`src/hw/legacy_mode_pkg.sv`:
```
// Constants for the legacy parallel-video mode control block.
package legacy_mode_pkg;
  // ----------------------------------------------------------------
  // Register offsets
  // ----------------------------------------------------------------
  localparam logic [7:0] OFF_MODE   = 8'h03;
  localparam logic [7:0] OFF_FORMAT = 8'h04;
  localparam logic [7:0] OFF_FILTER = 8'h10;
  localparam logic [7:0] OFF_MATCH  = 8'h11;
  localparam logic [7:0] OFF_STATUS = 8'h52;
  // ----------------------------------------------------------------
  // Field positions
  // ----------------------------------------------------------------
  localparam int MODE_DONE_BIT = 3;
  localparam int STRAP_OVERRIDE_BIT   = 4;
  localparam int FMT_RAW10_BIT = 2;
  localparam int FMT_RAW12_BIT = 1;
  localparam int FMT_BLOCK_BIT = 0;
  localparam int FLT_ANY_BIT   = 4;
  localparam int FLT_MATCH_BIT = 3;
  localparam int FLT_YUV_BIT   = 2;
  localparam int FLT_FVINV_BIT = 1;
  localparam int FLT_LVINV_BIT = 0;
  // ----------------------------------------------------------------
  // Values
  // ----------------------------------------------------------------
  localparam logic [2:0] MODE_CSI_SYNC  = 3'h0;
  localparam logic [2:0] MODE_RESERVED  = 3'h1;
  localparam logic [2:0] MODE_CSI_ASYNC = 3'h2;
  localparam logic [2:0] MODE_LEGACY    = 3'h5;
  localparam logic [7:0] RST_REG        = 8'h00;
  localparam logic [5:0] DT_YUV420_10   = 6'h19;
  localparam logic [5:0] DT_YUV420_10CS = 6'h1d;
  localparam logic [5:0] DT_YUV422_10   = 6'h1f;
  localparam logic [5:0] DT_RAW10       = 6'h2b;
  localparam logic [5:0] DT_RAW12       = 6'h2c;
endpackage

```
`src/hw/legacy_mode_ctrl.sv`:
```
// Legacy parallel-video mode register file and long-packet filter.
//
// The implementer's own choice: the plain strobed port.
`timescale 1ns/1ns
module legacy_mode_ctrl
(
  // Clock and reset
  input  wire logic       clk,
  input  wire logic       reset_n,
  // Device pins
  input  wire logic       powerdownPin_n,
  input  wire logic [2:0] modeStrap,
  // Register port
  input  wire logic [7:0] regAddr,
  input  wire logic [7:0] regWdata,
  input  wire logic       regWrite,
  input  wire logic       regRead,
  output logic      [7:0] regRdata,
  // Back channel format load
  input  wire logic       rxLock,
  input  wire logic       bcLoad,
  input  wire logic       bcRaw10,
  input  wire logic       bcRaw12,
  // Camera packet input
  input  wire logic       pktValid,
  input  wire logic [5:0] pktType,
  input  wire logic       frameValidIn,
  input  wire logic       lineValidIn,
  // Forward path and mode outputs
  output logic            pktPass,
  output logic            frameValidOut,
  output logic            lineValidOut,
  output logic      [2:0] modeActive,
  output logic            legacyMode
);
  import legacy_mode_pkg::*;

  // ----------------------------------------------------------------
  // Registers
  // ----------------------------------------------------------------
  logic [2:0] mode_q;
  logic       modeDone_q;
  logic       strapOverride_q;
  logic       pdSeen_q;
  logic       raw10Sel_q;
  logic       raw12Sel_q;
  logic       autoBlock_q;
  logic [4:0] filterCfg_q;
  logic [5:0] matchVal_q;
  logic [7:0] regRdata_q;
  logic       pktPass_q;
  logic       frameValid_q;
  logic       lineValid_q;

  // ----------------------------------------------------------------
  // Decode
  // ----------------------------------------------------------------
  wire        wrMode    = regWrite && regAddr == OFF_MODE;
  wire        wrFormat  = regWrite && regAddr == OFF_FORMAT;
  wire        wrFilter  = regWrite && regAddr == OFF_FILTER;
  wire        wrMatch   = regWrite && regAddr == OFF_MATCH
                          && !filterCfg_q[FLT_MATCH_BIT];
  wire        pdRise    = powerdownPin_n && !pdSeen_q;
  wire        autoLoad  = rxLock && bcLoad && !autoBlock_q;
  wire        isLong    = pktType[5] || pktType[4];
  wire        matchLong = matchVal_q[5] || matchVal_q[4];
  wire        isYuv10   = pktType == DT_YUV420_10 || pktType == DT_YUV420_10CS
                          || pktType == DT_YUV422_10;
  wire        fmtHit    = (raw10Sel_q && pktType == DT_RAW10)
                          || (raw12Sel_q && pktType == DT_RAW12);
  wire        anyHit    = filterCfg_q[FLT_ANY_BIT] && isLong;
  wire        matchHit  = filterCfg_q[FLT_MATCH_BIT] && matchLong
                          && pktType == matchVal_q;
  wire        yuvHit    = filterCfg_q[FLT_YUV_BIT] && raw10Sel_q && isYuv10;
  wire        passNow   = pktValid && (fmtHit || anyHit || matchHit || yuvHit);
  wire [7:0]  modeRd    = {3'h0, strapOverride_q, modeDone_q, mode_q};
  wire [7:0]  fmtRd     = {5'h00, raw10Sel_q, raw12Sel_q, autoBlock_q};
  wire [7:0]  rdMux     = regAddr == OFF_MODE   ? modeRd :
                          regAddr == OFF_FORMAT ? fmtRd :
                          regAddr == OFF_FILTER ? {3'h0, filterCfg_q} :
                          regAddr == OFF_MATCH  ? {2'h0, matchVal_q} :
                          8'h00;

  assign legacyMode    = mode_q == MODE_LEGACY;
  assign modeActive    = mode_q;
  assign regRdata      = regRdata_q;
  assign pktPass       = pktPass_q;
  assign frameValidOut = frameValid_q;
  assign lineValidOut  = lineValid_q;

  // ----------------------------------------------------------------
  // Operating mode
  // ----------------------------------------------------------------
  // The strap is caught on the clocked edge after release, never by reset itself.
  always_ff @(posedge clk or negedge reset_n)
  begin
    if (!reset_n)
    begin
      mode_q          <= MODE_CSI_SYNC;
      modeDone_q      <= 1'b0;
      strapOverride_q <= 1'b0;
      pdSeen_q        <= 1'b0;
    end
    else
    begin
      pdSeen_q <= powerdownPin_n;
      if (!powerdownPin_n)
        modeDone_q <= 1'b0;
      else if (pdRise)
      begin
        mode_q     <= modeStrap;
        modeDone_q <= 1'b1;
      end
      else if (wrMode && strapOverride_q)
        mode_q <= regWdata[2:0];
      if (wrMode)
        strapOverride_q <= regWdata[STRAP_OVERRIDE_BIT];
    end
  end

  // ----------------------------------------------------------------
  // Format and filter registers
  // ----------------------------------------------------------------
  // The back channel load wins over a same-cycle software write unless blocked.
  always_ff @(posedge clk or negedge reset_n)
  begin
    if (!reset_n)
    begin
      raw10Sel_q  <= 1'b0;
      raw12Sel_q  <= 1'b0;
      autoBlock_q <= 1'b0;
      filterCfg_q <= 5'h00;
      matchVal_q  <= 6'h00;
    end
    else
    begin
      if (wrFormat)
        autoBlock_q <= regWdata[FMT_BLOCK_BIT];
      if (autoLoad)
      begin
        raw10Sel_q <= bcRaw10;
        raw12Sel_q <= bcRaw12;
      end
      else if (wrFormat)
      begin
        raw10Sel_q <= regWdata[FMT_RAW10_BIT];
        raw12Sel_q <= regWdata[FMT_RAW12_BIT];
      end
      if (wrFilter)
        filterCfg_q <= regWdata[4:0];
      if (wrMatch)
        matchVal_q <= regWdata[5:0];
    end
  end

  // ----------------------------------------------------------------
  // Read data and forward path
  // ----------------------------------------------------------------
  always_ff @(posedge clk or negedge reset_n)
  begin
    if (!reset_n)
    begin
      regRdata_q   <= RST_REG;
      pktPass_q    <= 1'b0;
      frameValid_q <= 1'b0;
      lineValid_q  <= 1'b0;
    end
    else
    begin
      regRdata_q   <= regRead ? rdMux : RST_REG;
      pktPass_q    <= passNow;
      frameValid_q <= frameValidIn ^ filterCfg_q[FLT_FVINV_BIT];
      lineValid_q  <= lineValidIn ^ filterCfg_q[FLT_LVINV_BIT];
    end
  end

  // ----------------------------------------------------------------
  // Checks
  // ----------------------------------------------------------------
  property p_modeLocked;
    @(posedge clk) disable iff (!reset_n)
    (wrMode && !strapOverride_q && !pdRise) |=> mode_q == $past(mode_q);
  endproperty
  a_modeLocked: assert property (p_modeLocked) else $error("Mode changed while locked.");

  property p_modeWrite;
    @(posedge clk) disable iff (!reset_n)
    (wrMode && strapOverride_q && !pdRise) |=> mode_q == $past(regWdata[2:0]);
  endproperty
  a_modeWrite: assert property (p_modeWrite) else $error("Mode write lost.");

  property p_strapCapture;
    @(posedge clk) disable iff (!reset_n)
    (powerdownPin_n && !pdSeen_q) |=> (mode_q == $past(modeStrap)) && modeDone_q;
  endproperty
  a_strapCapture: assert property (p_strapCapture) else $error("Strap not captured.");

  property p_matchBlocked;
    @(posedge clk) disable iff (!reset_n)
    (regWrite && regAddr == OFF_MATCH && filterCfg_q[FLT_MATCH_BIT])
      |=> $stable(matchVal_q);
  endproperty
  a_matchBlocked: assert property (p_matchBlocked) else $error("Match value written.");

  property p_autoBlocked;
    @(posedge clk) disable iff (!reset_n)
    (autoBlock_q && !wrFormat) |=> $stable(raw10Sel_q) && $stable(raw12Sel_q);
  endproperty
  a_autoBlocked: assert property (p_autoBlocked) else $error("Blocked format changed.");

  property p_anyPass;
    @(posedge clk) disable iff (!reset_n)
    (pktValid && filterCfg_q[FLT_ANY_BIT] && pktType[5]) |=> pktPass;
  endproperty
  a_anyPass: assert property (p_anyPass) else $error("Long packet dropped.");

  property p_drop;
    @(posedge clk) disable iff (!reset_n)
    !pktValid |=> !pktPass;
  endproperty
  a_drop: assert property (p_drop) else $error("Pass without packet.");

  property p_fvInvert;
    @(posedge clk) disable iff (!reset_n)
    ##1 frameValidOut == ($past(frameValidIn) ^ $past(filterCfg_q[FLT_FVINV_BIT]));
  endproperty
  a_fvInvert: assert property (p_fvInvert) else $error("Frame valid polarity wrong.");

  property p_noLock;
    @(posedge clk) disable iff (!reset_n)
    (regRead && regAddr == OFF_STATUS) |=> regRdata == 8'h00;
  endproperty
  a_noLock: assert property (p_noLock) else $error("Status shows lock.");

  // ----------------------------------------------------------------
  // Register and filter checks
  // ----------------------------------------------------------------
  property p_matchWrite;
    @(posedge clk) disable iff (!reset_n)
    wrMatch |=> matchVal_q == $past(regWdata[5:0]);
  endproperty
  a_matchWrite: assert property (p_matchWrite) else $error("Match write lost.");

  property p_filterWrite;
    @(posedge clk) disable iff (!reset_n)
    wrFilter |=> filterCfg_q == $past(regWdata[4:0]);
  endproperty
  a_filterWrite: assert property (p_filterWrite) else $error("Filter write lost.");

  property p_ovWrite;
    @(posedge clk) disable iff (!reset_n)
    wrMode |=> strapOverride_q == $past(regWdata[STRAP_OVERRIDE_BIT]);
  endproperty
  a_ovWrite: assert property (p_ovWrite) else $error("Override write lost.");

  property p_blockWrite;
    @(posedge clk) disable iff (!reset_n)
    wrFormat |=> autoBlock_q == $past(regWdata[FMT_BLOCK_BIT]);
  endproperty
  a_blockWrite: assert property (p_blockWrite) else $error("Block write lost.");

  property p_autoLoad;
    @(posedge clk) disable iff (!reset_n)
    autoLoad |=> raw10Sel_q == $past(bcRaw10) && raw12Sel_q == $past(bcRaw12);
  endproperty
  a_autoLoad: assert property (p_autoLoad) else $error("Format load lost.");

  property p_fmtWrite;
    @(posedge clk) disable iff (!reset_n)
    (wrFormat && !autoLoad) |=> raw10Sel_q == $past(regWdata[FMT_RAW10_BIT])
      && raw12Sel_q == $past(regWdata[FMT_RAW12_BIT]);
  endproperty
  a_fmtWrite: assert property (p_fmtWrite) else $error("Format write lost.");

  property p_fmtHold;
    @(posedge clk) disable iff (!reset_n)
    (!wrFormat && !autoLoad) |=> $stable(raw10Sel_q) && $stable(raw12Sel_q);
  endproperty
  a_fmtHold: assert property (p_fmtHold) else $error("Format changed alone.");

  property p_lvInvert;
    @(posedge clk) disable iff (!reset_n)
    1'b1 |=> lineValidOut == ($past(lineValidIn) ^ $past(filterCfg_q[FLT_LVINV_BIT]));
  endproperty
  a_lvInvert: assert property (p_lvInvert) else $error("Line valid polarity wrong.");

  property p_rawTenPass;
    @(posedge clk) disable iff (!reset_n)
    (pktValid && raw10Sel_q && pktType == DT_RAW10) |=> pktPass;
  endproperty
  a_rawTenPass: assert property (p_rawTenPass) else $error("Ten-bit packet dropped.");

  property p_rawTwelvePass;
    @(posedge clk) disable iff (!reset_n)
    (pktValid && raw12Sel_q && pktType == DT_RAW12) |=> pktPass;
  endproperty
  a_rawTwelvePass: assert property (p_rawTwelvePass) else $error("Twelve-bit dropped.");

  property p_matchPass;
    @(posedge clk) disable iff (!reset_n)
    (pktValid && filterCfg_q[FLT_MATCH_BIT] && matchLong && pktType == matchVal_q)
      |=> pktPass;
  endproperty
  a_matchPass: assert property (p_matchPass) else $error("Matched packet dropped.");

  property p_yuvPass;
    @(posedge clk) disable iff (!reset_n)
    (pktValid && filterCfg_q[FLT_YUV_BIT] && raw10Sel_q && isYuv10) |=> pktPass;
  endproperty
  a_yuvPass: assert property (p_yuvPass) else $error("YUV10 packet dropped.");

  property p_shortDrop;
    @(posedge clk) disable iff (!reset_n)
    (!pktType[5] && !pktType[4]) |=> !pktPass;
  endproperty
  a_shortDrop: assert property (p_shortDrop) else $error("Short packet passed.");

  property p_noFilterDrop;
    @(posedge clk) disable iff (!reset_n)
    (!fmtHit && filterCfg_q[4:2] == 3'h0) |=> !pktPass;
  endproperty
  a_noFilterDrop: assert property (p_noFilterDrop) else $error("Unselected passed.");

  property p_doneClear;
    @(posedge clk) disable iff (!reset_n)
    !powerdownPin_n |=> !modeDone_q;
  endproperty
  a_doneClear: assert property (p_doneClear) else $error("Done kept in power-down.");

  property p_doneHold;
    @(posedge clk) disable iff (!reset_n)
    (powerdownPin_n && pdSeen_q) |=> $stable(modeDone_q);
  endproperty
  a_doneHold: assert property (p_doneHold) else $error("Done flag moved.");

  property p_legacyDecode;
    @(posedge clk) disable iff (!reset_n)
    legacyMode == (modeActive == MODE_LEGACY);
  endproperty
  a_legacyDecode: assert property (p_legacyDecode) else $error("Legacy decode wrong.");

  property p_modeRead;
    @(posedge clk) disable iff (!reset_n)
    (regRead && regAddr == OFF_MODE)
      |=> regRdata == {3'h0, $past(strapOverride_q), $past(modeDone_q), $past(mode_q)};
  endproperty
  a_modeRead: assert property (p_modeRead) else $error("Mode read wrong.");

  property p_readIdle;
    @(posedge clk) disable iff (!reset_n)
    !regRead |=> regRdata == 8'h00;
  endproperty
  a_readIdle: assert property (p_readIdle) else $error("Read data without read.");

  property p_fmtRead;
    @(posedge clk) disable iff (!reset_n)
    (regRead && regAddr == OFF_FORMAT)
      |=> regRdata == {5'h00, $past(raw10Sel_q), $past(raw12Sel_q), $past(autoBlock_q)};
  endproperty
  a_fmtRead: assert property (p_fmtRead) else $error("Format read wrong.");

  property p_filterRead;
    @(posedge clk) disable iff (!reset_n)
    (regRead && regAddr == OFF_FILTER) |=> regRdata == {3'h0, $past(filterCfg_q)};
  endproperty
  a_filterRead: assert property (p_filterRead) else $error("Filter read wrong.");

  property p_matchRead;
    @(posedge clk) disable iff (!reset_n)
    (regRead && regAddr == OFF_MATCH) |=> regRdata == {2'h0, $past(matchVal_q)};
  endproperty
  a_matchRead: assert property (p_matchRead) else $error("Match read wrong.");

  property p_modeHold;
    @(posedge clk) disable iff (!reset_n)
    (!wrMode && !pdRise) |=> $stable(mode_q);
  endproperty
  a_modeHold: assert property (p_modeHold) else $error("Mode changed alone.");

  property p_pdTrack;
    @(posedge clk) disable iff (!reset_n)
    1'b1 |=> pdSeen_q == $past(powerdownPin_n);
  endproperty
  a_pdTrack: assert property (p_pdTrack) else $error("Power-down edge tracker wrong.");

endmodule // legacy_mode_ctrl

```
`config.mk`:
```
export PLATFORM = sky130hd
export DESIGN_NAME = legacy_mode_ctrl
export DESIGN_NICKNAME = d
export VERILOG_FILES = /design/src/hw/legacy_mode_pkg.sv /design/src/hw/legacy_mode_ctrl.sv
export SDC_FILE = /design/constraint.sdc
export NUM_CORES = 1
export LEC_CHECK = 0
export BUFFER_PORTS_ARGS = -buffer_cell sky130_fd_sc_hd__buf_2
export CORE_MARGIN = 2
export CORE_UTILIZATION = 44
export CTS_CLUSTER_SIZE = 25
export DETAILED_ROUTE_END_ITERATION = 12
export HOLD_SLACK_MARGIN = 0.06
export PLACE_DENSITY = 0.84
export SYNTH_ARGS = -nofsm -noshare
export SYNTH_HDL_FRONTEND = slang
export SYNTH_SLANG_ARGS = --single-unit
```
`constraint.sdc`:
```
create_clock -name clk -period 1.3 [get_ports clk]
set_input_delay 0.13 -clock clk [delete_from_list [all_inputs] [get_ports clk]]
set_output_delay 0.13 -clock clk [all_outputs]
set_load 0.005 [all_outputs]
```
==> impl_metrics.env, run 1 <==
export IMPL_synth_flop_cell="dfrtp_1"
export IMPL_clk_latency_ns=0.33
export IMPL_clk_pin_slew_worst_paths_ns=0.08
export IMPL_grt_pass1_wl_um=6216
export IMPL_violations="setup timing"
export IMPL_critPathRequiredTime_ns=1.55
export IMPL_setup_violations=1
export IMPL_final_util_pct=63.05
export IMPL_status="complete, but fails checks"
export IMPL_portBuffers=47
export IMPL_ctsResizeCount=0
export IMPL_yosys_area_share_simple_pct=20.12
export IMPL_die_x_um=62.25
export IMPL_grt_overflow=0
export IMPL_switchingPower_w=0.0004745
export IMPL_hold_violations=0
export IMPL_postLayoutCellArea_um2=2071
export IMPL_htreeDepth=2
export IMPL_syn_mean_instance_area_um2=11.66
export IMPL_holdPathStages=3
export IMPL_dpl_instance_area_um2=1891
export IMPL_internal_power_w=0.001422
export IMPL_post_drt_via_cell_ratio=5.221
export IMPL_yosys_area_top_type="dfrtp_1"
export IMPL_die_y_um=62.25
export IMPL_top_layer_used="met4"
export IMPL_ff_latch_area_um2=725.7
export IMPL_worstMarginPinSlew_ns=0.6505
export IMPL_area_growth_pct=38.73
export IMPL_switching_share_pct=25.02
export IMPL_startpoint_type="flip-flop"
export IMPL_first_global_vias=1292
export IMPL_start_util_pct=45.45
export IMPL_antenna_found_initial=0
export IMPL_p_clk_share_pct=32.3
export IMPL_ff2ff_path_depth=4
export IMPL_hold_class="primary input to flip-flop"
export IMPL_ant_nets=0
export IMPL_n_antenna_cell=0
export IMPL_routabilityCongestion=0.8441
export IMPL_yosysUniqueCellTypes=41
export IMPL_firstDrtPassIters=4
export IMPL_worstSetupPathType="flip-flop to flip-flop"
export IMPL_synth_area_leaders="dfrtp_1, mux2_2, mux2i_1"
export IMPL_final_common_cell="buf_2"
export IMPL_leakage_nw=1.038
export IMPL_dr_wl_met2_um=1652
export IMPL_dieArea_um2=3874
export IMPL_synth_xor_area_share_pct=4.107
export IMPL_p_per_area_nw_per_um2=915.9
export IMPL_cts_setup_buffers=0
export IMPL_synthAdderAreaFrac_pct=0
export IMPL_final_max_slew_violation_count=0
export IMPL_timing_slew_headroom_pct=56.63
export IMPL_cp_end_kind="flip-flop"
export IMPL_wl_met3_um=216
export IMPL_syn_area_um2=1493
export IMPL_num_vias=1321
export IMPL_yosysSeqAreaShare_pct=48.62
export IMPL_route_detailed_wl_per_inst_um=13.81
export IMPL_cp_arrival_ns=1.60
export IMPL_cts_tree="yes"
export IMPL_synth_compound_area_share_pct=11.99
export IMPL_max_freq_ghz=0.7379
export IMPL_post_route_drc_count=0
export IMPL_fillers=269
export IMPL_synth_top_family_by_area="simple AND/OR/NAND/NOR gates"
export IMPL_synth_edf_count=0
export IMPL_multi_input_area_um2=755.7
export IMPL_path_max_fanout=4
export IMPL_fin_skew_ns=0.008426
export IMPL_core_area_um2=3284
export IMPL_period_share_pct=104.2
export IMPL_yosys_warnings=0
export IMPL_cts_buffer_depth=2
export IMPL_synthMuxAreaShare_pct=13.16
export IMPL_async_flop_share_pct=100.0
export IMPL_fin_crit_ns=1.355
export IMPL_hpwlAfterDp_um=2588
export IMPL_io_pins=52
export IMPL_row_count=21
export IMPL_sequentialPowerShare_pct=52.4
export IMPL_wl_met1_um=1547
export IMPL_grt_max_degree=30
export IMPL_drive_above_1_share_pct=44.93
export IMPL_cts_buffers=5
export IMPL_power_w=0.001897
export IMPL_fin_ws_ns=-0.05515
export IMPL_rsz0062_at_grt="true"
export IMPL_routed_wirelength_um=3495
export IMPL_synth_seq_cells=29
export IMPL_drv_cap=0
export IMPL_cts_sinks=29
export IMPL_irDropWorstVdd_mv=0.4268
export IMPL_pwr_share_comb_pct=15.2
export IMPL_cts_root_buf="clkbuf_4"
export IMPL_grt_util_all_layers_pct=20.56
export IMPL_synth_top_area_share_pct=48.62
export IMPL_postSynthCellCount=128
export IMPL_drt_iter0_drc=117
export IMPL_final_cell_mix="buf_2, dfrtp_1, buf_4"
export IMPL_fin_tns_setup_ns=-0.05515
export IMPL_nets=243
[worst max-delay path, cell delays in order, from the launching register on]
cell and delay [ns]:
dfrtp_1 0.42, nor3b_2 0.16, a21oi_1 0.05, or4_1 0.51, a31oi_1 0.14
[synthesized netlist by cell type, types with 2 or more instances]
cell type / instances
mux2_2: 13
mux2i_1: 5
nand2_1: 3
inv_1: 3
nor2_1: 9
o22ai_1: 2
and3_1: 3
o22a_1: 2
nor3b_1: 2
dfrtp_1: 29
a21oi_1: 9
buf_4: 2
a22oi_1: 5
o221a_2: 2
nand4_1: 2
nand2b_1: 4
and4b_1: 2
xor2_1: 4
xnor2_1: 3
and2_1: 3
[state kept, by name (all words and copies together), names as in the netlist, 3 cells and up]
| name | cells |
|---|---|
| regRdata | 6 |
| modeActive | 3 |
| filterCfg_q | 5 |
| matchVal_q | 6 |
[stage by stage]
stage               setup slack [ns]  std cells  hold WS, ns
floorplan                   -0.07279        129      -0.1656
global placement             -0.1954        234       0.1772
detailed placement           -0.2251        234       0.1856
CTS                         -0.05499        253      0.06378
global route                 -0.2020        253      0.06118
finish                      -0.05515        253      0.06384
[power groups by stage]
stage	clock network, W	registers [W]	logic [W]
floorplan	0	0.00100	0.000108
global placement	0	0.00101	0.000257
detailed placement	0	0.00101	0.000262
CTS	0.000633	0.000995	0.000289
global route	0.000685	0.00100	0.000321
finish	0.000613	0.000995	0.000288
[metal layers]
| metal | vias to the layer above | global-route usage, % |
|---|---|---|
| met5 | - | 0 |
| met4 | 0 | 7.778 |
| met3 | 8 | 7.065 |
| met2 | 55 | 33.15 |
| met1 | 630 | 25.59 |
| li1 | 628 | - |
[final timing paths]
path,end,start,slack (ns)
min reg2reg,modeDone_q,pdSeen_q,0.48
min,modeActive[2],modeStrap[2],0.06
min in group asynchronous,matchVal_q[5],reset_n,0.38
max in group asynchronous,filterCfg_q[1],reset_n,0.50
max reg2reg,pktPass,matchVal_q[5],-0.06
max,pktPass,matchVal_q[5],-0.06
[timing repair]
action | 4_1_cts | 5_1_grt
endpoints found under the hold margin | 40 | 0
hold buffers | 11 | 0
endpoints found under the setup margin | 1 | 4
gates cloned | 0 | 0
pin swaps | 0 | 2
[logic make-up after synthesis]
group | Yosys count
AOI/OAI and AO/OA | 26
xor gates and xnor gates | 7
buffers and inverters | 5
DFF | 29
muxes | 18
other | 1
and+or+nand+nor | 42
[layout make-up]
cell class,instances,share of cell area (%)
clock buffer,7,3.142
inverter,3,0.5438
multi-input combinational,95,36.50
timing repair buffer,72,21.75
tap,46,2.779
clock inverter,1,0.2417
sequential,29,35.05
Power figures use the tool's default switching activity.
==> inputs of run 2 (changes only) <==
--- a/config.mk
+++ b/config.mk
@@ -7,11 +7,12 @@
 export LEC_CHECK = 0
 export BUFFER_PORTS_ARGS = -buffer_cell sky130_fd_sc_hd__buf_2
 export CORE_MARGIN = 2
-export CORE_UTILIZATION = 44
+export CORE_UTILIZATION = 53
 export CTS_CLUSTER_SIZE = 25
 export DETAILED_ROUTE_END_ITERATION = 12
 export HOLD_SLACK_MARGIN = 0.06
-export PLACE_DENSITY = 0.84
+export PLACE_DENSITY = 0.93
+export SKIP_LAST_GASP = 1
 export SYNTH_ARGS = -nofsm -noshare
 export SYNTH_HDL_FRONTEND = slang
 export SYNTH_SLANG_ARGS = --single-unit
==> constraint.sdc (replaced) <==
create_clock -name clk -period 1.6 [get_ports clk]
set_input_delay 0.16 -clock clk [delete_from_list [all_inputs] [get_ports clk]]
set_output_delay 0.16 -clock clk [all_outputs]
set_load 0.005 [all_outputs]
==> run 2 against run 1 <==
Compared with the run above:
- the run now ends clean
- cell count fell by 12%
- hold slack better by 0.012 ns
- largest cell class unchanged
- core utilization increased by 8.2 points
- sequential share of layout area is 2.5 points higher
- routed wire length is 3.3% higher
- via count barely moved
- largest power group unchanged
- fmax down 4.8%
- setup slack better by 0.23 ns
==> impl_metrics.env, run 2 (same netlist as run 1, synthesis figures left out) <==
export IMPL_die_x_um=57.07
export IMPL_antenna_found_initial=0
export IMPL_dieArea_um2=3257
export IMPL_final_max_slew_violation_count=0
export IMPL_ff2ff_path_depth=4
export IMPL_startpoint_type="flip-flop"
export IMPL_min_delay_start="modeStrap[1]"
export IMPL_p_per_area_nw_per_um2=854.9
export IMPL_critPathRequiredTime_ns=1.85
export IMPL_die_y_um=57.07
export IMPL_ant_nets=0
export IMPL_clk_latency_ns=0.33
export IMPL_worstMarginPinSlew_ns=0.6289
export IMPL_holdPathStages=3
export IMPL_post_drt_via_cell_ratio=5.919
export IMPL_core_area_um2=2710
export IMPL_drive_above_1_share_pct=41.67
export IMPL_worstSetupPathType="flip-flop to flip-flop"
export IMPL_leakage_nw=0.9689
export IMPL_setup_violations=0
export IMPL_cts_tree="yes"
export IMPL_post_route_drc_count=0
export IMPL_r2r_setup_slack_ns=0.18
export IMPL_hold_class="primary input to flip-flop"
export IMPL_dpl_cell_count=209
export IMPL_cts_buffer_depth=2
export IMPL_max_freq_ghz=0.7026
export IMPL_htreeDepth=2
export IMPL_routabilityCongestion=0.8778
export IMPL_route_detailed_wl_per_inst_um=16.18
export IMPL_row_count=19
export IMPL_period_share_pct=88.96
export IMPL_n_antenna_cell=0
export IMPL_drt_iter0_drc=32
export IMPL_clk_pin_slew_worst_paths_ns=0.09
export IMPL_holdPathEnd="modeActive[1]"
export IMPL_hold_violations=0
export IMPL_cts_root_buf="clkbuf_4"
export IMPL_path_max_fanout=4
export IMPL_finalNonFillerCells=223
export IMPL_irDropWorstVdd_mv=0.6868
export IMPL_portBuffers=47
export IMPL_cts_sinks=29
export IMPL_firstDrtPassIters=4
export IMPL_io_pins=52
export IMPL_cts_setup_buffers=0
export IMPL_num_vias=1320
export IMPL_start_util_pct=55.08
export IMPL_final_cell_mix="buf_2, dfrtp_1, mux2_2"
export IMPL_r2r_start="matchVal_q[4]"
export IMPL_nets=228
export IMPL_cp_end_kind="flip-flop"
export IMPL_status="completed"
export IMPL_grt_pass1_wl_um=6341
export IMPL_drv_cap=0
export IMPL_area_growth_pct=29.34
export IMPL_routed_wirelength_um=3609
export IMPL_cp_arrival_ns=1.67
export IMPL_worstReg2RegEnd="pktPass"
export IMPL_cts_buffers=5
export IMPL_holdBufCountCts=6
export IMPL_ctsResizeCount=0
export IMPL_fin_tns_setup_ns=0
export IMPL_hpwlAfterDp_um=2790
export IMPL_timing_slew_headroom_pct=58.07
export IMPL_grt_overflow=0
export IMPL_fin_crit_ns=1.423
export IMPL_power_w=0.001650
export IMPL_final_common_cell="buf_2"
export IMPL_grt_max_degree=30
export IMPL_fin_skew_ns=0.006134
export IMPL_rsz0062_at_grt="false"
export IMPL_first_global_vias=1356
export IMPL_grt_util_all_layers_pct=25.29
[run 2: final cells by class]
cell class / count / area [um2]
Clock buffer: 7 / 55.05
Clock inverter: 1 / 30.03
Fill cell: 200 / 779.5
Inverter: 3 / 11.26
Multi-Input combinational cell: 95 / 744.5
Sequential cell: 29 / 725.7
Tap cell: 31 / 38.79
Timing Repair Buffer: 57 / 325.3
[run 2: metrics by stage]
stage / instance area, um2 / worst slack, ns / hold slack [ns] / util, %
5_1_grt: 1931 / 0.08551 / 0.07837 / 71.24
4_1_cts: 1931 / 0.1923 / 0.06972 / 71.24
3_3_place_gp: 1785 / 0.04105 / 0.2009 / 65.88
6_report: 1931 / 0.1767 / 0.07546 / 71.24
2_1_floorplan: 1496 / 0.1700 / -0.1356 / -
3_5_place_dp: 1785 / 0.004303 / 0.2147 / 65.88
[run 2: power breakdown]
group	switching, W	total [W]	internal, W
Combinational	0.000101	0.000209	0.000108
Clock	0.000257	0.000630	0.000373
Sequential	0.0000390	0.000812	0.000773
Total	0.000397	0.00165	0.00125
[run 2: per-layer routing]
metal,wire length [um],vias up,global-route usage (%)
li1,-,600,-
met5,0,-,0
met4,57,0,6.977
met3,298,8,7.256
met2,1784,67,43.02
met1,1468,645,31.64
[run 2: worst max-delay path by stage]
| stage | start | to | depth (start not counted) |
|---|---|---|---|
| floorplan | regAddr[5] | autoBlock_q | 3 |
| global placement | regAddr[5] | matchVal_q[3] | 5 |
| detailed placement | regAddr[5] | matchVal_q[2] | 5 |
| CTS | matchVal_q[4] | pktPass | 4 |
| global route | matchVal_q[4] | pktPass | 4 |
| finish | matchVal_q[4] | pktPass | 4 |
[run 2: worst max-delay path: stages, from the launching register on]
cell and delay [ns]:
dfrtp_1 0.40, nor3b_1 0.20, a21oi_1 0.06, or4_1 0.51, a31oi_1 0.18
